$ cat src/shared/ahf_pkg.sv
/*
 package for the fifo host controller: pin timing counts, word width, carriers.
 assumes a 100 MHz ref_clk; every cycle count is derived from a time in ns.
*/
`default_nettype none
package ahf_pkg;
    localparam int CLK_PERIOD_NS = 10;
    localparam int WORD_W = 5;
    localparam int DEPTH = 64;
    localparam int CNT_W = 7;
    // pin times in ns as printed for the slowest grade
    localparam int MR_PULSE_NS = 30;
    localparam int MR_TO_SI_NS = 35;
    localparam int SI_HIGH_NS = 23;
    localparam int SI_LOW_NS = 30;
    localparam int DATA_HOLD_NS = 40;
    localparam int SO_HIGH_NS = 23;
    localparam int SO_LOW_NS = 25;
    localparam int SETUP_OR_NS = 2;
    // least times round up to whole cycles
    localparam int MR_PULSE_CYC = (MR_PULSE_NS + CLK_PERIOD_NS - 1) / CLK_PERIOD_NS;
    localparam int MR_TO_SI_CYC = (MR_TO_SI_NS + CLK_PERIOD_NS - 1) / CLK_PERIOD_NS;
    localparam int SI_HIGH_CYC = (SI_HIGH_NS + CLK_PERIOD_NS - 1) / CLK_PERIOD_NS;
    localparam int SI_LOW_CYC = (SI_LOW_NS + CLK_PERIOD_NS - 1) / CLK_PERIOD_NS;
    localparam int HOLD_CYC = (DATA_HOLD_NS + CLK_PERIOD_NS - 1) / CLK_PERIOD_NS;
    localparam int SO_HIGH_CYC = (SO_HIGH_NS + CLK_PERIOD_NS - 1) / CLK_PERIOD_NS;
    localparam int SO_LOW_CYC = (SO_LOW_NS + CLK_PERIOD_NS - 1) / CLK_PERIOD_NS;
    localparam int SETUP_OR_CYC = (SETUP_OR_NS + CLK_PERIOD_NS - 1) / CLK_PERIOD_NS;
    localparam int TMR_W = 4;
    localparam logic [TMR_W-1:0] TMR_ZERO = 4'h0;
    localparam logic [TMR_W-1:0] TMR_ONE = 4'h1;

    typedef logic [WORD_W-1:0] ahf_word_t;

    // pins toward the fifo
    typedef struct packed {
        logic master_reset_n;
        logic shift_in;
        ahf_word_t write_data_in;
        logic shift_out;
        logic output_enable_n;
    } ahf_pins_out_t;

    // pins from the fifo
    typedef struct packed {
        logic input_ready;
        logic output_ready;
        ahf_word_t read_data_out;
    } ahf_pins_in_t;

    typedef enum logic [4:0] {
        WR_RESET = 5'h01,
        WR_GAP = 5'h02,
        WR_IDLE = 5'h04,
        WR_HIGH = 5'h08,
        WR_LOW = 5'h10
    } ahf_wr_state_t;

    typedef enum logic [3:0] {
        RD_WAIT = 4'h1,
        RD_TAKE = 4'h2,
        RD_HIGH = 4'h4,
        RD_LOW = 4'h8
    } ahf_rd_state_t;
endpackage
`default_nettype wire

$ cat src/hdl/ahf_host.sv
/*
 host controller for a 64-word strobe handshake fifo: drives master reset,
 shift-in and shift-out, and moves words between two valid/ready streams.
 assumes the fifo pins are synchronous to ref_clk and the fifo is a 64 deep part.
*/
// Contract
// - pulse master reset before any shift
// - full-wait writer holds data around ready
// - writer holds data through hold time
// - wide stacking ANDs ready flags
// - depth cascade ties ready to strobes
`timescale 1ns/100ps
`default_nettype none
module ahf_host
    import ahf_pkg::*;
(
    input wire logic ref_clk, // 100 MHz clock
    input wire logic arst_n, // async reset, active low
    input wire ahf_pkg::ahf_word_t src_data, // word to push
    input wire logic src_valid, // push request
    output logic src_ready, // buffer can take a word
    output ahf_pkg::ahf_word_t snk_data, // word popped
    output logic snk_valid, // popped word present
    input wire logic snk_ready, // receiver takes word
    input wire logic reset_req, // request a fifo master reset
    output ahf_pkg::ahf_pins_out_t fifo_out, // strobes and data to fifo
    input wire ahf_pkg::ahf_pins_in_t fifo_in, // flags and data from fifo
    output logic [CNT_W-1:0] level // words the host thinks are inside
);
    import ahf_pkg::*;

    logic rst_s1_reg, rst_s2_reg;
    // reset release through two flops
    always_ff @(posedge ref_clk or negedge arst_n)
    begin
        if (!arst_n)
        begin
            rst_s1_reg <= 1'b0;
            rst_s2_reg <= 1'b0;
        end
        else
        begin
            rst_s1_reg <= 1'b1;
            rst_s2_reg <= rst_s1_reg;
        end
    end
    wire logic rst_n = rst_s2_reg;

    function automatic logic [TMR_W-1:0] cyc(input int n);
        cyc = TMR_W'(n);
    endfunction

    // two-entry skid buffer on the read side
    ahf_word_t buf_reg [2];
    ahf_word_t buf_next [2];
    logic [1:0] bcnt_reg, bcnt_next;
    logic push;
    logic pop;
    assign snk_valid = (bcnt_reg != 2'h0);
    assign snk_data = buf_reg[0];
    assign pop = snk_valid && snk_ready;
    always_comb
    begin
        buf_next = buf_reg;
        bcnt_next = bcnt_reg;
        if (pop)
        begin
            buf_next[0] = buf_reg[1];
            bcnt_next = bcnt_next - 2'h1;
        end
        if (push)
        begin
            buf_next[bcnt_next[0]] = fifo_in.read_data_out;
            bcnt_next = bcnt_next + 2'h1;
        end
    end
    always_ff @(posedge ref_clk or negedge rst_n)
    begin
        if (!rst_n)
        begin
            buf_reg[0] <= '0;
            buf_reg[1] <= '0;
            bcnt_reg <= 2'h0;
        end
        else
        begin
            buf_reg <= buf_next;
            bcnt_reg <= bcnt_next;
        end
    end

    // writer: master reset, then shift-in strobes
    ahf_wr_state_t wst_reg, wst_next;
    logic [TMR_W-1:0] wt_reg, wt_next;
    logic mr_n_reg, mr_n_next, si_reg, si_next;
    ahf_word_t wd_reg, wd_next;
    logic [CNT_W-1:0] lvl_reg, lvl_next;
    logic wr_done, rd_done;
    // a single part sets the width, so its own flag is the composite one
    assign src_ready = (wst_reg == WR_IDLE) && fifo_in.input_ready;
    always_comb
    begin
        wst_next = wst_reg;
        wt_next = (wt_reg != TMR_ZERO) ? wt_reg - TMR_ONE : TMR_ZERO;
        mr_n_next = mr_n_reg;
        si_next = si_reg;
        wd_next = wd_reg;
        wr_done = 1'b0;
        case (wst_reg)
            WR_RESET:
            begin
                mr_n_next = 1'b0;
                si_next = 1'b0; // shift-in low at release
                if (wt_reg == TMR_ZERO)
                begin
                    mr_n_next = 1'b1;
                    wt_next = cyc(MR_TO_SI_CYC);
                    wst_next = WR_GAP;
                end
            end
            WR_GAP:
                if (wt_reg == TMR_ZERO)
                    wst_next = WR_IDLE;
            WR_IDLE:
                if (src_valid && fifo_in.input_ready)
                begin
                    wd_next = src_data; // data registered in the same cycle as the rise
                    si_next = 1'b1;
                    wt_next = cyc(HOLD_CYC > SI_HIGH_CYC ? HOLD_CYC : SI_HIGH_CYC);
                    wst_next = WR_HIGH;
                end
            WR_HIGH:
                // wait for ready to drop and the hold time before the fall
                if (wt_reg == TMR_ZERO && !fifo_in.input_ready)
                begin
                    si_next = 1'b0;
                    wr_done = 1'b1;
                    wt_next = cyc(SI_LOW_CYC);
                    wst_next = WR_LOW;
                end
            WR_LOW:
                if (wt_reg == TMR_ZERO)
                    wst_next = WR_IDLE;
            default:
                wst_next = WR_RESET;
        endcase
        if (reset_req)
        begin
            wst_next = WR_RESET;
            mr_n_next = 1'b0;
            si_next = 1'b0;
            wt_next = cyc(MR_PULSE_CYC);
        end
    end
    always_ff @(posedge ref_clk or negedge rst_n)
    begin
        if (!rst_n)
        begin
            wst_reg <= WR_RESET;
            wt_reg <= TMR_W'(MR_PULSE_CYC);
            mr_n_reg <= 1'b0;
            si_reg <= 1'b0;
            wd_reg <= '0;
        end
        else
        begin
            wst_reg <= wst_next;
            wt_reg <= wt_next;
            mr_n_reg <= mr_n_next;
            si_reg <= si_next;
            wd_reg <= wd_next;
        end
    end

    // reader: take a word while output ready, then strobe shift-out
    ahf_rd_state_t rst_reg, rst_next;
    logic [TMR_W-1:0] rt_reg, rt_next;
    logic so_reg, so_next;
    logic fifo_live;
    assign fifo_live = (wst_reg != WR_RESET) && (wst_reg != WR_GAP);
    always_comb
    begin
        rst_next = rst_reg;
        rt_next = (rt_reg != TMR_ZERO) ? rt_reg - TMR_ONE : TMR_ZERO;
        so_next = so_reg;
        push = 1'b0;
        rd_done = 1'b0;
        case (rst_reg)
            RD_WAIT:
                // output ready high means stable data; room needed so no word is lost
                // fetch only on output ready, as a cascaded receiver would
                if (fifo_live && fifo_in.output_ready && bcnt_reg == 2'h0)
                begin
                    rt_next = cyc(SETUP_OR_CYC);
                    rst_next = RD_TAKE;
                end
            RD_TAKE:
                if (rt_reg == TMR_ZERO)
                begin
                    push = 1'b1; // words taken in order
                    so_next = 1'b1;
                    rt_next = cyc(SO_HIGH_CYC);
                    rst_next = RD_HIGH;
                end
            RD_HIGH:
                // wait for ready to fall before ending the strobe
                if (rt_reg == TMR_ZERO && !fifo_in.output_ready)
                begin
                    so_next = 1'b0;
                    rd_done = 1'b1;
                    rt_next = cyc(SO_LOW_CYC);
                    rst_next = RD_LOW;
                end
            RD_LOW:
                if (rt_reg == TMR_ZERO)
                    rst_next = RD_WAIT;
            default:
                rst_next = RD_WAIT;
        endcase
        if (!fifo_live)
        begin
            so_next = 1'b0;
            rst_next = RD_WAIT;
            push = 1'b0;
            rd_done = 1'b0;
        end
    end
    always_ff @(posedge ref_clk or negedge rst_n)
    begin
        if (!rst_n)
        begin
            rst_reg <= RD_WAIT;
            rt_reg <= TMR_ZERO;
            so_reg <= 1'b0;
        end
        else
        begin
            rst_reg <= rst_next;
            rt_reg <= rt_next;
            so_reg <= so_next;
        end
    end

    // host-side occupancy estimate
    always_comb
    begin
        lvl_next = lvl_reg;
        if (!fifo_live)
            lvl_next = '0;
        else if (wr_done && !rd_done)
            lvl_next = lvl_reg + 7'h01;
        else if (rd_done && !wr_done)
            lvl_next = lvl_reg - 7'h01;
    end
    always_ff @(posedge ref_clk or negedge rst_n)
    begin
        if (!rst_n)
            lvl_reg <= '0;
        else
            lvl_reg <= lvl_next;
    end

    assign level = lvl_reg;
    assign fifo_out.master_reset_n = mr_n_reg;
    assign fifo_out.shift_in = si_reg;
    assign fifo_out.write_data_in = wd_reg; // held stable through the strobe
    assign fifo_out.shift_out = so_reg;
    assign fifo_out.output_enable_n = 1'b0; // sole reader keeps the bus driven
endmodule
`default_nettype wire

$ cat config.mk
export PLATFORM = sky130hd
export DESIGN_NAME = ahf_host
export DESIGN_NICKNAME = d
export VERILOG_FILES = /design/src/shared/ahf_pkg.sv /design/src/hdl/ahf_host.sv
export SDC_FILE = /design/constraint.sdc
export NUM_CORES = 1
export LEC_CHECK = 0
export BUFFER_PORTS_ARGS = -buffer_cell sky130_fd_sc_hd__buf_2
export CORE_ASPECT_RATIO = 1.5
export CORE_UTILIZATION = 40
export CTS_CLUSTER_SIZE = 30
export DETAILED_ROUTE_END_ITERATION = 8
export SYNTH_ARGS = -nofsm -noshare
export SYNTH_HDL_FRONTEND = slang
export SYNTH_SLANG_ARGS = --single-unit
$ cat constraint.sdc
create_clock -name ref_clk -period 1.9 [get_ports ref_clk]
set_clock_uncertainty 0.05 [all_clocks]
set_input_delay 0.19 -clock ref_clk [delete_from_list [all_inputs] [get_ports ref_clk]]
set_output_delay 0.19 -clock ref_clk [all_outputs]
set_load 0.02 [all_outputs]
Word-level counts from Yosys, hierarchy flattened. Index checks and enable logic that the tools add are counted.

Register bits: 46. Bits of input ports: 17. Logic and storage cells: 125. Output and inout port bits: 23.

$add $sub $neg: 6. Reductions and logical operators: 29. Mux-type cells: 52. Bitwise gates (word level): 1. Order comparisons: 2. Equality and inequality tests: 21.

Operators with widths (number): 4-bit two-way mux (14); 5-bit two-way mux (7); 4-bit one-hot mux with 3 select lines (2); 7-bit two-way mux (3); 5-bit one-hot mux with 4 select lines (1); 3-bit != test, second input constant (6); 1-bit two-way mux (17); 4-bit one-hot mux with 4 select lines (1); 4-bit nonzero test (3); 1-bit logical AND (11); 10-bit bitwise mux (1); 10-bit two-way mux (1); 3-bit by 1-bit != test with 1-bit output, second input constant (3); 4-bit logical NOT (2); 4-bit AND reduction (2); 4-bit by 1-bit subtractor with 4-bit output, second input constant (2); 7-bit by 1-bit adder with 7-bit output, second input constant (1); 7-bit by 1-bit subtractor with 7-bit output, second input constant (1); 3-bit AND reduction (2); 5-bit demux with 1-bit select (1); 5-bit by 1-bit equality test with 1-bit output, second input constant (1); 5-bit by 2-bit equality test with 1-bit output, second input constant (1); 5-bit by 3-bit equality test with 1-bit output, second input constant (1); 5-bit by 4-bit equality test with 1-bit output, second input constant (1); 21 further kinds (26).

Longest topological paths before layout. Gate-level depths: netlist (run 1).

Depth after elaboration: 10. Gate-level depth with buffers: 13. Mapped depth without buffers: 12.

Worst setup path before layout (run 1). Ideal clock, no wire load.

Path kind: register to register. From: register wt_reg[0]. To: register lvl_reg[6] (netlist: level[6]). Data required time: 1.725 ns. Library setup time: 0.125 ns. Arrival time: 2.878 ns. Setup slack: -1.153 ns. Period minus slack after synthesis: 3.053 ns. Cell stages (with the launch flop): 13. Path buffers: 1. Path through: dfstp_2 -> inv_1 -> ha_1 -> or3b_1 -> buf_2 -> nor4_1 -> nand2_1 -> ha_1 -> nor2b_1 -> o31a_1 -> o22ai_1 -> mux2i_1 -> mux2_2.

Longest elaborated chain between the ends: 7. Elaborated cells on any way between the ends: 10. Those cells by class: eq/ne: 1; mux: 4; reduce/logical: 5.

RTL lines: start, declared (RTL line ahf_host.sv:94) `logic [TMR_W-1:0] wt_reg, wt_next;`; start signal, assigned (RTL line ahf_host.sv:160) `wt_reg <= TMR_W'(MR_PULSE_CYC);`; start signal, assigned (RTL line ahf_host.sv:168) `wt_reg <= wt_next;`; 4-bit logical NOT * (RTL line ahf_host.sv:134) `if (wt_reg == TMR_ZERO && !fifo_in.input_ready)`; 1-bit logical AND * (RTL line ahf_host.sv:134); 1-bit two-way mux * (RTL line ahf_host.sv:134); 1-bit two-way mux * (RTL line ahf_host.sv:109) `case (wst_reg)`; 1-bit logical NOT or 1-bit logical AND (tied branches) (RTL line ahf_host.sv:252, ahf_host.sv:250); 1-bit logical AND or 7-bit two-way mux (tied branches) (RTL line ahf_host.sv:252, ahf_host.sv:250); 3-bit by 1-bit != test with 1-bit output (no line) or 7-bit two-way mux (tied branches); end signal, assigned (RTL line ahf_host.sv:260) `lvl_reg <= lvl_next;`; end, declared (RTL line ahf_host.sv:97) `logic [CNT_W-1:0] lvl_reg, lvl_next;`.

Mark *: on every way between the ends. The rest lies on a longest branch, timed or not. A chain may end at the register's enable or synchronous reset.

Worst setup path after layout (run 1).
From: register wst_reg[4]. To: register lvl_reg[6] (netlist: level[6]).

Longest elaborated chain between the ends: 7. Elaborated cells on any way between the ends: 13. Those cells by class: eq/ne: 4; mux: 4; reduce/logical: 5.

RTL lines: start, declared (RTL line ahf_host.sv:93) `ahf_wr_state_t wst_reg, wst_next;`; start signal, assigned (RTL line ahf_host.sv:167) `wst_reg <= wst_next;`; 5-bit by 1-bit != test with 1-bit output or 5-bit by 2-bit != test with 1-bit output (tied branches) (RTL line ahf_host.sv:180) `assign fifo_live = (wst_reg != WR_RESET) && (wst_reg != WR_GAP);`; 1-bit logical AND (RTL line ahf_host.sv:180); 1-bit two-way mux (RTL line ahf_host.sv:220) `if (!fifo_live)`; 1-bit logical NOT (RTL line ahf_host.sv:250) `else if (wr_done && !rd_done)`; 1-bit logical AND (RTL line ahf_host.sv:250); 7-bit two-way mux (RTL line ahf_host.sv:250); 7-bit two-way mux (RTL line ahf_host.sv:248) `if (!fifo_live)`.

Several ways; a longest one is shown, not always the timed one.

==> metrics.md, run 1 <==
| Metric | Value |
|---|---|
| Run status | `complete, but fails checks` |
| Failing checks | `setup timing` |
| Nets | `402` |
| CP max stage delay | `0.56 ns` |
| End of the worst register-to-register path | `level[6]$_DFFE_PN0P_` |
| Final setup viols | `19` |
| CP top delay family | `simple AND/OR/NAND/NOR gates` |
| Seq/Total Area, Yosys | `43.46%` |
| R2R Path Start | `wst_reg[4]$_DFFE_PN0P_` |
| # fillers | `567` |
| Largest net degree at the start of global routing | `24` |
| Drt drc | `0` |
| I/O pin total | `40` |
| Top_reg_cell synth | `dfrtp_1` |
| Overall routed net length | `6149 um` |
| Drt pass-1 iters | `4` |
| LEAKAGE | `around 1.9 nW` |
| Clock H-tree levels | `2` |
| Asr flop ratio synth | `between 90% and 100%` |
| Routed WL per cell | `about 14 um` |
| DIE HEIGHT | `101.9 um` |
| Worst setup path class | `flop to flop` |
| Crit path time final | `2.845 ns` |
| Top-count cell post-synth | `dfrtp_1` |
| Grt total ovfl | `0` |
| Die area | `6987 um^2` |
| Syn Nets | `313` |
| Final Hold Viols | `0` |
| Power per standard cell area | `752.4 nW/um^2` |
| Proportion of layout cells with a drive suffix above 1 | `between 40% and 50%` |
| Vias in the first global route | `2355` |
| Mapped Area | `2660 um^2` |
| # rows | `36` |
| Final worst slack | `-0.9448 ns` |
| Sw Pwr | `a little under 0.9 mW` |
| CTS Sinks | `46` |
| Critical-path top delay cell | `or4b_4` |
| Seq cells post-synth | `46` |
| CTS buffer count | `5` |
| EDFF count, synth | `0` |
| Share of the synthesized area in the top cell type | `39.51%` |
| Yosys cell types | `48` |
| Type of origin of the critical path | `flop` |
| Cells along the critical path | `or4b_4 > nor4_4 > nand2_2 > ha_4 > nor2b_4 > o31a_1 > o22ai_2 > mux2i_1 > mux2_2` |
| P_int | `1.950 mW` |
| Antenna violations before repair | `0` |
| Worst Reg2Reg Path Length in Cells | `9` |
| Core ar. | `roughly 6400 um^2` |
| Synth area leaders | `dfrtp_1 40%, ha_1 5.2%, mux2i_1 4.5%` |
| Crit share post-route | `149.7%` |
| Clock root buffer | `clkbuf_8` |
| Combinational power share | `33.8%` |
| TritonCTS clock tree | `built` |
| Finished Core Util | `about three fifths` |
| Area grow syn2layout | `41.96%` |
| Buffers on Ports | `38` |
| Reg power frac | `40.1%` |
| Mean Syn Cell Area | `9.366 um^2` |
| CP Max Fanout | `6` |
| RSZ-0062 raised after global routing | `true` |
| Sw frac | `31.36%` |
| Post-Synthesis Cells | `284` |
| Initial core utilization | `41.30%` |
| VDD IR max | `0.5787 mV` |
| Critical Path RT | `2.05 ns` |
| Detailed Route Iter0 Violations | `50` |
| N_diodes | `0` |
| Max Cap Violations | `0` |
| Hold Crit Start | `src_data[2]` |
| Cell Area, Placed | `between 3000 and 4000 um^2` |
| Post-synth top area cell | `dfrtp_1` |
| Fmax | `351.5 MHz` |
| Clock share of power | `26.2%` |
| Worst slew pin tran | `0.5144 ns` |
| Synth warn | `0` |
| Worst hold path class | `input pin to flop` |
| First-pass GRT wire length | `10210 um` |
| Clock latency on the worst-skew pair | `0.30 ns` |
| Hold endpoint | `wd_reg[2]$_DFFE_PN0P_` |
| DR vias | `2312` |
| Hold Crit Depth | `3` |
| GP Congestion | `0.8302` |
| Total track usage | `19.62%` |
| Clock transition at the registers of the reported paths | `0.09 ns` |
| Slew margin rel. | `about two thirds` |
| Crit end category | `flop` |
| Vias/cell | `5.138` |
| Detail Route Antenna Nets | `0` |
| CTS Buffer Depth | `2` |
| Setup TNS | `-5.398 ns` |
| DP Wirelength | `4316 um` |
| Fin area | `between 3000 and 4000 um^2` |
| Max-slew violations | `0` |
| Arrival @ worst endpoint | `2.99 ns` |
| Synth cell count leaders | `42 x dfrtp_1, 31 x nand2_1, 25 x nor2_1, 19 x a21oi_1, 13 x o21ai_0` |
| Critical path buffer and inverter count | `0` |
| Die Wd | `68.59 um` |
| Flop2flop setup slack | `-0.94 ns` |
-- worst max-delay path by stage --
stage / start / to / slack [ns] / cells after the start
6_report: wst_reg[4]$_DFFE_PN0P_ / level[6]$_DFFE_PN0P_ / -0.94 / 9
3_3_place_gp: wst_reg[4]$_DFFE_PN0P_ / level[6]$_DFFE_PN0P_ / -0.93 / 9
2_1_floorplan: wt_reg[1]$_DFF_PN1_ / level[6]$_DFFE_PN0P_ / -0.88 / 12
5_1_grt: wst_reg[1]$_DFFE_PN0P_ / level[6]$_DFFE_PN0P_ / -1.06 / 9
3_5_place_dp: wst_reg[4]$_DFFE_PN0P_ / level[6]$_DFFE_PN0P_ / -0.99 / 9
4_1_cts: wst_reg[4]$_DFFE_PN0P_ / level[6]$_DFFE_PN0P_ / -0.96 / 10
-- power groups by stage --
| stage | registers [mW] | clock network, mW | logic (mW) |
|---|---|---|---|
| CTS | 1.14 | 0.771 | 0.916 |
| finish | 1.14 | 0.743 | 0.960 |
| global route | 1.15 | 0.813 | 1.06 |
| global placement | 1.15 | 0 | 0.779 |
| detailed placement | 1.15 | 0 | 0.801 |
| floorplan | 1.16 | 0 | 0.487 |
-- layer usage --
layer	GRT usage [%]	up-vias	routed length [um]
met5	0	-	0
met4	7.372	0	98
met3	2.902	9	176
met2	34.54	33	3345
met1	23.45	1123	2529
li1	-	1147	-
-- logic make-up (layout without fill, tap and decap cells) --
logic type | count (synthesis) | count (layout) | synth area share [%]
multiplexers | 19 | 19 | 7.479
buffers and inverters | 34 | 123 | 6.209
XOR/XNOR | 10 | 10 | 3.998
AO/OA/AOI/OAI | 48 | 48 | 10.63
AND/OR/NAND/NOR | 113 | 114 | 22.01
other | 2 | 2 | 0.2823
adder cells (fa/ha/maj) | 12 | 12 | 5.927
flip-flops | 46 | 46 | 43.46
-- cell type report --
class	instances	area, um^2	share of cell area, %
multi-input combinational	205	1623	42.98
inverter	12	45.04	1.193
tap	76	95.09	2.518
timing repair buffer	103	743.2	19.68
sequential	46	1157	30.65
clock inverter	3	43.79	1.160
clock buffer	5	68.82	1.822
-- worst min-delay path, cell delays in order --
cell	delay (ns)
buf_2	0.07
nand2_1	0.04
nand2_1	0.04
-- cell usage in the layout (no fill, tap or decap), types with 5 or more instances in the layout --
master,count
nor2_1,22
xnor2_1,5
nand2_1,29
buf_2,38
nor4_1,5
clkbuf_8,5
o21ai_0,8
inv_1,9
ha_1,6
mux2_2,5
buf_4,52
buf_6,10
nor2b_1,6
a21oi_1,17
mux2i_1,12
dfrtp_1,41
-- per-stage QoR --
stage / setup slack, ns / cells / hold slack, ns / total power [mW]
detailed placement: -0.9904 / 428 / -0.07158 / 1.955
floorplan: -0.8819 / 284 / -0.1556 / 1.646
CTS: -0.9568 / 445 / 0.02138 / 2.828
finish: -0.9448 / 450 / 0.02735 / 2.841
global route: -1.064 / 450 / 0.01794 / 3.021
global placement: -0.9316 / 428 / -0.07451 / 1.928
-- timing repair --
item / CTS / global route
hold buffers: 1 / 0
endpoints found under the setup margin: 26 / 25
gates resized for setup: 40 / 20
endpoints found under the hold margin: 2 / 0
pin swaps: 14 / 16
gates cloned: 0 / 1
setup buffers: 10 / 7
Note: power is estimated with default switching activity, not from simulation.
==> run 2, diff against run 1 <==
--- a/config.mk
+++ b/config.mk
@@ -10,6 +10,7 @@
 export CORE_UTILIZATION = 40
 export CTS_CLUSTER_SIZE = 30
 export DETAILED_ROUTE_END_ITERATION = 8
+export RECOVER_POWER = 50
 export SYNTH_ARGS = -nofsm -noshare
 export SYNTH_HDL_FRONTEND = slang
 export SYNTH_SLANG_ARGS = --single-unit
==> constraint.sdc (replaced) <==
create_clock -name ref_clk -period 3 [get_ports ref_clk]
set_clock_uncertainty 0.05 [all_clocks]
set_input_delay 0.3 -clock ref_clk [delete_from_list [all_inputs] [get_ports ref_clk]]
set_output_delay 0.3 -clock ref_clk [all_outputs]
set_load 0.02 [all_outputs]
==> metrics.md, run 2 (synthesis results as in run 1) <==
| Metric | Value |
|---|---|
| Run status | `complete, but fails checks` |
| Failing checks | `capacitance limit, slew limit` |
| Nets | `355 (-12%)` |
| Antenna violations before repair | `0 (unchanged)` |
| Clock latency on the worst-skew pair | `0.30 ns (about the same)` |
| N_diodes | `0 (unchanged)` |
| # fillers | `655 (+16%)` |
| Final Hold Viols | `0 (unchanged)` |
| Initial core utilization | `41.30% (unchanged)` |
| CTS Sinks | `46 (unchanged)` |
| Hold Crit Depth | `3 (unchanged)` |
| End of the worst register-to-register path | `level[6]$_DFFE_PN0P_` |
| Fmax | `347.9 MHz (-1.0%)` |
| Total track usage | `16.85% (-2.8 points)` |
| Most frequent cells in the layout | `42 x dfrtp_1, 30 x nand2_1, 25 x nor2_1` |
| Type of origin of the critical path | `flop` |
| Hold Crit Start | `src_data[3]` |
| GP Congestion | `0.8432 (+1.6%)` |
| Clock root buffer | `clkbuf_8` |
| Overall routed net length | `5348 um (-13%)` |
| TritonCTS clock tree | `built` |
| Largest net degree at the start of global routing | `45 (+88%)` |
| LEAKAGE | `1.516 nW (-21%)` |
| Worst hold path class | `input pin to flop` |
| Worst Reg2Reg Path Length in Cells | `9 (unchanged)` |
| FF/Latch Area | `1156 um^2 (-0.11%)` |
| Routed WL per cell | `13.27 um (-2.9%)` |
| # rows | `36 (unchanged)` |
| Crit share post-route | `95.82% (-54 points)` |
| Proportion of layout cells with a drive suffix above 1 | `21.10% (-24 points)` |
| Setup TNS | `0 ns (+5.398 ns)` |
| Clock transition at the registers of the reported paths | `0.09 ns (about the same)` |
| Buffers on Ports | `38 (unchanged)` |
| First-pass GRT wire length | `8907 um (-13%)` |
| Area grow syn2layout | `16.46%` |
| Finished Core Util | `48.10% (-11 points)` |
| VDD IR max | `0.3094 mV (-47%)` |
| Die Wd | `68.59 um (unchanged)` |
| Final setup viols | `0 (-19)` |
| Worst setup path class | `flop to flop` |
| Vias in the first global route | `2104 (-11%)` |
| R2R Path Start | `wst_reg[4]$_DFFE_PN0P_` |
| Flop2flop setup slack | `0.13 ns (+1.07 ns)` |
| Core ar. | `6441 um^2 (unchanged)` |
| Power per standard cell area | `510.9 nW/um^2 (-32%)` |
| Grt total ovfl | `0 (unchanged)` |
| DR vias | `2139 (-7.5%)` |
| Hold endpoint | `wd_reg[3]$_DFFE_PN0P_` |
| Max Cap Violations | `1 (+1)` |
| Vias/cell | `5.308 (+3.3%)` |
| Detail Route Antenna Nets | `0 (unchanged)` |
| Drt drc | `0 (unchanged)` |
| Multi-input gate area | `1378 um^2 (-15%)` |
| Critical Path RT | `3.15 ns (+1.10 ns)` |
| Cell Area, Placed | `2959 um^2 (-11%)` |
| Crit path time final | `2.875 ns (+0.02974 ns)` |
| Slew margin rel. | `-16.45% (-82 points)` |
| CTS Buffer Depth | `2 (unchanged)` |
| Worst slew pin tran | `1.747 ns (+1.232 ns)` |
| Most common cell after layout, fill and taps aside | `dfrtp_1` |
| Fin area | `3098 um^2 (-18%)` |
| Critical Path Source | `wst_reg[4]$_DFFE_PN0P_` |
| DP Wirelength | `3883 um (-10%)` |
| Drt pass-1 iters | `4 (unchanged)` |
| Clock H-tree levels | `2 (unchanged)` |
| DIE HEIGHT | `101.9 um (unchanged)` |
| Crit end category | `flop` |
| Max-slew violations | `45 (+45)` |
| RSZ-0062 raised after global routing | `false` |
| CP Max Fanout | `6 (unchanged)` |
| Arrival @ worst endpoint | `3.02 ns (+0.03 ns)` |
| Design Power | `1.583 mW (-44%)` |
| Die area | `6987 um^2 (unchanged)` |
| I/O pin total | `40 (unchanged)` |
| Detailed Route Iter0 Violations | `79 (+58%)` |
| CTS buffer count | `5 (unchanged)` |
run 2: cell types whose count changed in the layout (fill, tap and decap cells not counted), moves of 4 or more:
cell      previous run  this run
clkbuf_1             0        19
o21ai_2              4         0
buf_4               52        18
buf_6               10         0
ha_1                 6        10
o21ai_0              8        13
buf_2               38        19
run 2: worst max-delay path by stage:
stage | end | cells past startpoint
3_5_place_dp | level[6]$_DFFE_PN0P_ | 11
2_1_floorplan | level[6]$_DFFE_PN0P_ | 12
3_3_place_gp | level[6]$_DFFE_PN0P_ | 11
5_1_grt | level[6]$_DFFE_PN0P_ | 10
6_report | level[6]$_DFFE_PN0P_ | 9
4_1_cts | level[6]$_DFFE_PN0P_ | 9
run 2: where the power goes:
group	switching, mW	internal [mW]
logic	0.210	0.169
clock network	0.216	0.250
registers	0.0594	0.679
run 2: final cells by class:
cell class	count	share of cell area (%)
tap	76	3.069
clock buffer	5	2.221
sequential	46	37.32
inverter	12	1.454
multi-input combinational	204	44.47
clock inverter	3	1.414
timing repair buffer	57	10.06
run 2: worst max-delay path, cell delays in order (launching register included):
cell and delay [ns]:
dfrtp_1 0.38, or4b_4 0.58, nor4_4 0.24, nand2_2 0.15
ha_4 0.25, nor2b_1 0.14, o31a_1 0.25, o22ai_1 0.16
mux2i_1 0.22, mux2_2 0.34
run 2: per-stage QoR:
step                      instances  hold slack [ns]  setup slack (ns)
final                           403           0.1419            0.1255
after global routing            403           0.1357          0.001783
after CTS                       403           0.1307          0.006489
after detailed placement        392          0.03798          -0.04365
after global placement          392          0.03620           0.03202
after floorplan                 284         -0.04559          0.005105
run 2: per-layer routing:
metal,vias up,wire length [um],track usage [%]
met5,-,0,0
li1,1055,-,-
met2,39,2838,30.47
met4,0,129,8.173
met1,1034,2224,18.21
met3,11,156,3.013
run 2: timing repair:
item / in CTS / in global routing
endpoints found under the hold margin: 2 / 0
pin swaps: 2 / 1
gates resized for setup: 0 / 5
cloned: 0 / 0
buffers inserted: 2 / 0
hold buffers: 1 / 0
setup endpoints to repair: 1 / 1
==> run 3, diff against run 2 <==
--- a/config.mk
+++ b/config.mk
@@ -7,7 +7,7 @@
 export LEC_CHECK = 0
 export BUFFER_PORTS_ARGS = -buffer_cell sky130_fd_sc_hd__buf_2
 export CORE_ASPECT_RATIO = 1.5
-export CORE_UTILIZATION = 40
+export CORE_UTILIZATION = 30
 export CTS_CLUSTER_SIZE = 30
 export DETAILED_ROUTE_END_ITERATION = 8
 export RECOVER_POWER = 50
==> metrics.md, run 3 (synthesis results as in run 1) <==
| Metric | Value |
|---|---|
| Nets | `353 (-0.56%)` |
| First-pass GRT wire length | `9508 um (+6.7%)` |
| Drt pass-1 iters | `4 (unchanged)` |
| Cells along the critical path | `or4b_4 > nor4_4 > nand2_2 > ha_4 > nor2b_1 > o31a_1 > o22ai_2 > mux2i_1 > mux2_2` |
| Drt drc | `0 (unchanged)` |
| Core ar. | `8516 um^2 (+32%)` |
| Detail Route Antenna Nets | `0 (unchanged)` |
| LEAKAGE | `1.510 nW (-0.41%)` |
| Vias/cell | `4.912 (-7.5%)` |
| Power per standard cell area | `524.7 nW/um^2 (+2.7%)` |
| CTS Sinks | `46 (unchanged)` |
| Worst setup path class | `flop to flop` |
| Clock H-tree levels | `2 (unchanged)` |
| DP Wirelength | `3998 um (+3.0%)` |
| Worst hold path class | `input pin to flop` |
| GP Congestion | `0.8525 (+1.1%)` |
| Crit path time final | `2.836 ns (-0.03811 ns)` |
| Area grow syn2layout | `18.34%` |
| TritonCTS clock tree | `built` |
| CTS buffer count | `5 (unchanged)` |
| Critical path buffer and inverter count | `0 (unchanged)` |
| VDD IR max | `0.2986 mV (-3.5%)` |
| Finished Layout Cells | `432 (+7.2%)` |
| Slew margin rel. | `-19.33% (-2.9 points)` |
| Critical-path top delay cell | `or4b_4` |
| Crit end category | `flop` |
| Vias in the first global route | `2050 (-2.6%)` |
| Antenna violations before repair | `0 (unchanged)` |
| Proportion of layout cells with a drive suffix above 1 | `20.00% (-1.1 points)` |
| Final setup viols | `0 (unchanged)` |
| Crit share post-route | `94.55% (-1.3 points)` |
| Most frequent cells in the layout | `42 x dfrtp_1, 30 x nand2_1, 25 x nor2_1, 22 x clkbuf_1, 19 x a21oi_1` |
| DIE HEIGHT | `117.3 um (+15%)` |
| Worst slew pin tran | `1.790 ns (+0.04310 ns)` |
| Largest net degree at the start of global routing | `45 (unchanged)` |
| Clock transition at the registers of the reported paths | `0.06 ns (-0.03 ns)` |
| Hold Worst Slack | `0.1489 ns (+0.007017 ns)` |
| CP Max Fanout | `6 (unchanged)` |
| Cell Area, Placed | `2990 um^2 (+1.1%)` |
| Run status | `complete, but fails checks` |
| CP top delay family | `simple AND/OR/NAND/NOR gates` |
| Clock root buffer | `clkbuf_16` |
| DR vias | `2122 (-0.79%)` |
| Detailed Route Iter0 Violations | `96 (+22%)` |
| Most common cell after layout, fill and taps aside | `dfrtp_1` |
| Type of origin of the critical path | `flop` |
| # rows | `41 (+14%)` |
| Final Hold Viols | `0 (unchanged)` |
| Critical Path RT | `3.12 ns (-0.03 ns)` |
| CP max stage delay | `0.58 ns (about the same)` |
| Total track usage | `13.01% (-3.8 points)` |
| Initial core utilization | `31.24% (-10 points)` |
| I/O pin total | `40 (unchanged)` |
| Finished Core Util | `36.97% (-11 points)` |
| N_diodes | `0 (unchanged)` |
| Routed WL per cell | `12.89 um (-2.8%)` |
| Fin area | `3148 um^2 (+1.6%)` |
| Grt total ovfl | `0 (unchanged)` |
| Max-slew violations | `45 (unchanged)` |
| CTS Buffer Depth | `2 (unchanged)` |
| Clock latency on the worst-skew pair | `0.28 ns (-0.02 ns)` |
| Failing checks | `capacitance limit, slew limit` |
| RSZ-0062 raised after global routing | `false` |
| Total placed cells including tap cells | `422 (+7.7%)` |
| Die area | `9255 um^2 (+32%)` |
| Arrival @ worst endpoint | `2.96 ns (-0.06 ns)` |
| Buffers on Ports | `38 (unchanged)` |
| Fmax | `352.6 MHz (+1.3%)` |
| Overall routed net length | `5570 um (+4.2%)` |
| Die Wd | `78.89 um (+15%)` |
| Max Cap Violations | `1 (unchanged)` |
## run 3: cell types whose count changed in the layout (fill, tap and decap cells not counted)
| cell | before | now |
|---|---|---|
| clkinv_2 | 1 | 2 |
| fa_2 | 0 | 1 |
| bufinv_16 | 1 | 0 |
| nor4b_2 | 1 | 0 |
| clkbuf_16 | 0 | 5 |
| o22ai_1 | 1 | 0 |
| inv_6 | 1 | 0 |
| clkbuf_8 | 5 | 0 |
| buf_2 | 19 | 17 |
| buf_4 | 18 | 16 |
| fa_1 | 1 | 0 |
| clkbuf_1 | 19 | 22 |
| nor4b_1 | 2 | 3 |
| o22ai_2 | 0 | 1 |
## run 3: report_power, final
group	switching (mW)	internal, mW
clock	0.232	0.306
combinational	0.205	0.168
sequential	0.0606	0.680
## run 3: worst paths after layout
| check | start | endpoint | slack [ns] | cells after the start |
|---|---|---|---|---|
| worst max-delay path | wst_reg[4]$_DFFE_PN0P_ | level[6]$_DFFE_PN0P_ | 0.16 | 9 |
| worst min-delay path | src_data[0] | wd_reg[0]$_DFFE_PN0P_ | 0.15 | 3 |
| worst max register to register | wst_reg[4]$_DFFE_PN0P_ | level[6]$_DFFE_PN0P_ | 0.16 | 9 |
| worst min register to register | rst_s1_reg$_DFF_PN0_ | rst_n$_DFF_PN0_ | 0.30 | 0 |
| max in group asynchronous | rst_n$_DFF_PN0_ | mr_n_reg$_DFFE_PN0P_ | 1.16 | 0 |
| min in group asynchronous | arst_n | rst_n$_DFF_PN0_ | 0.28 | 2 |
## run 3: metal layers
metal | global-route usage [%] | vias up | wire [um]
met1 | 14.88 | 1015 | 2432
met5 | 0 | - | 0
li1 | - | 1047 | -
met3 | 2.724 | 13 | 190
met4 | 6.250 | 0 | 153
met2 | 22.55 | 47 | 2793
## run 3: layout make-up
class,instances,area (um^2)
Sequential cell,46,1156
Fill cell,914,5368
Multi-Input combinational cell,204,1380
Clock buffer,6,128.9
Tap cell,107,133.9
Inverter,12,45.04
Timing Repair Buffer,55,294.0
Clock inverter,2,10.01
## run 3: timing repair
action	in CTS	in global routing
gates resized for setup	2	4
setup endpoints to repair	1	1
hold endpoints to repair	2	0
hold buffers	1	0
buffers inserted	1	0
pin swaps	1	2
## run 3: metrics by stage
| stage | setup WS (ns) | TNS (ns) | total power, mW |
|---|---|---|---|
| finish | 0.1636 | 0 | 1.652 |
| global route | 0.005155 | 0 | 1.763 |
| CTS | 0.03656 | 0 | 1.669 |
| detailed placement | -0.04071 | -0.04071 | 1.126 |
| global placement | 0.02704 | 0 | 1.112 |
| floorplan | 0.005105 | 0 | 1.025 |
## run 3: tightest hold or removal path: cells and delay by family
| family | cells | cell delay [ns] |
|---|---|---|
| simple gates | 2 | 0.08 |
| buf+inv | 1 | 0.07 |
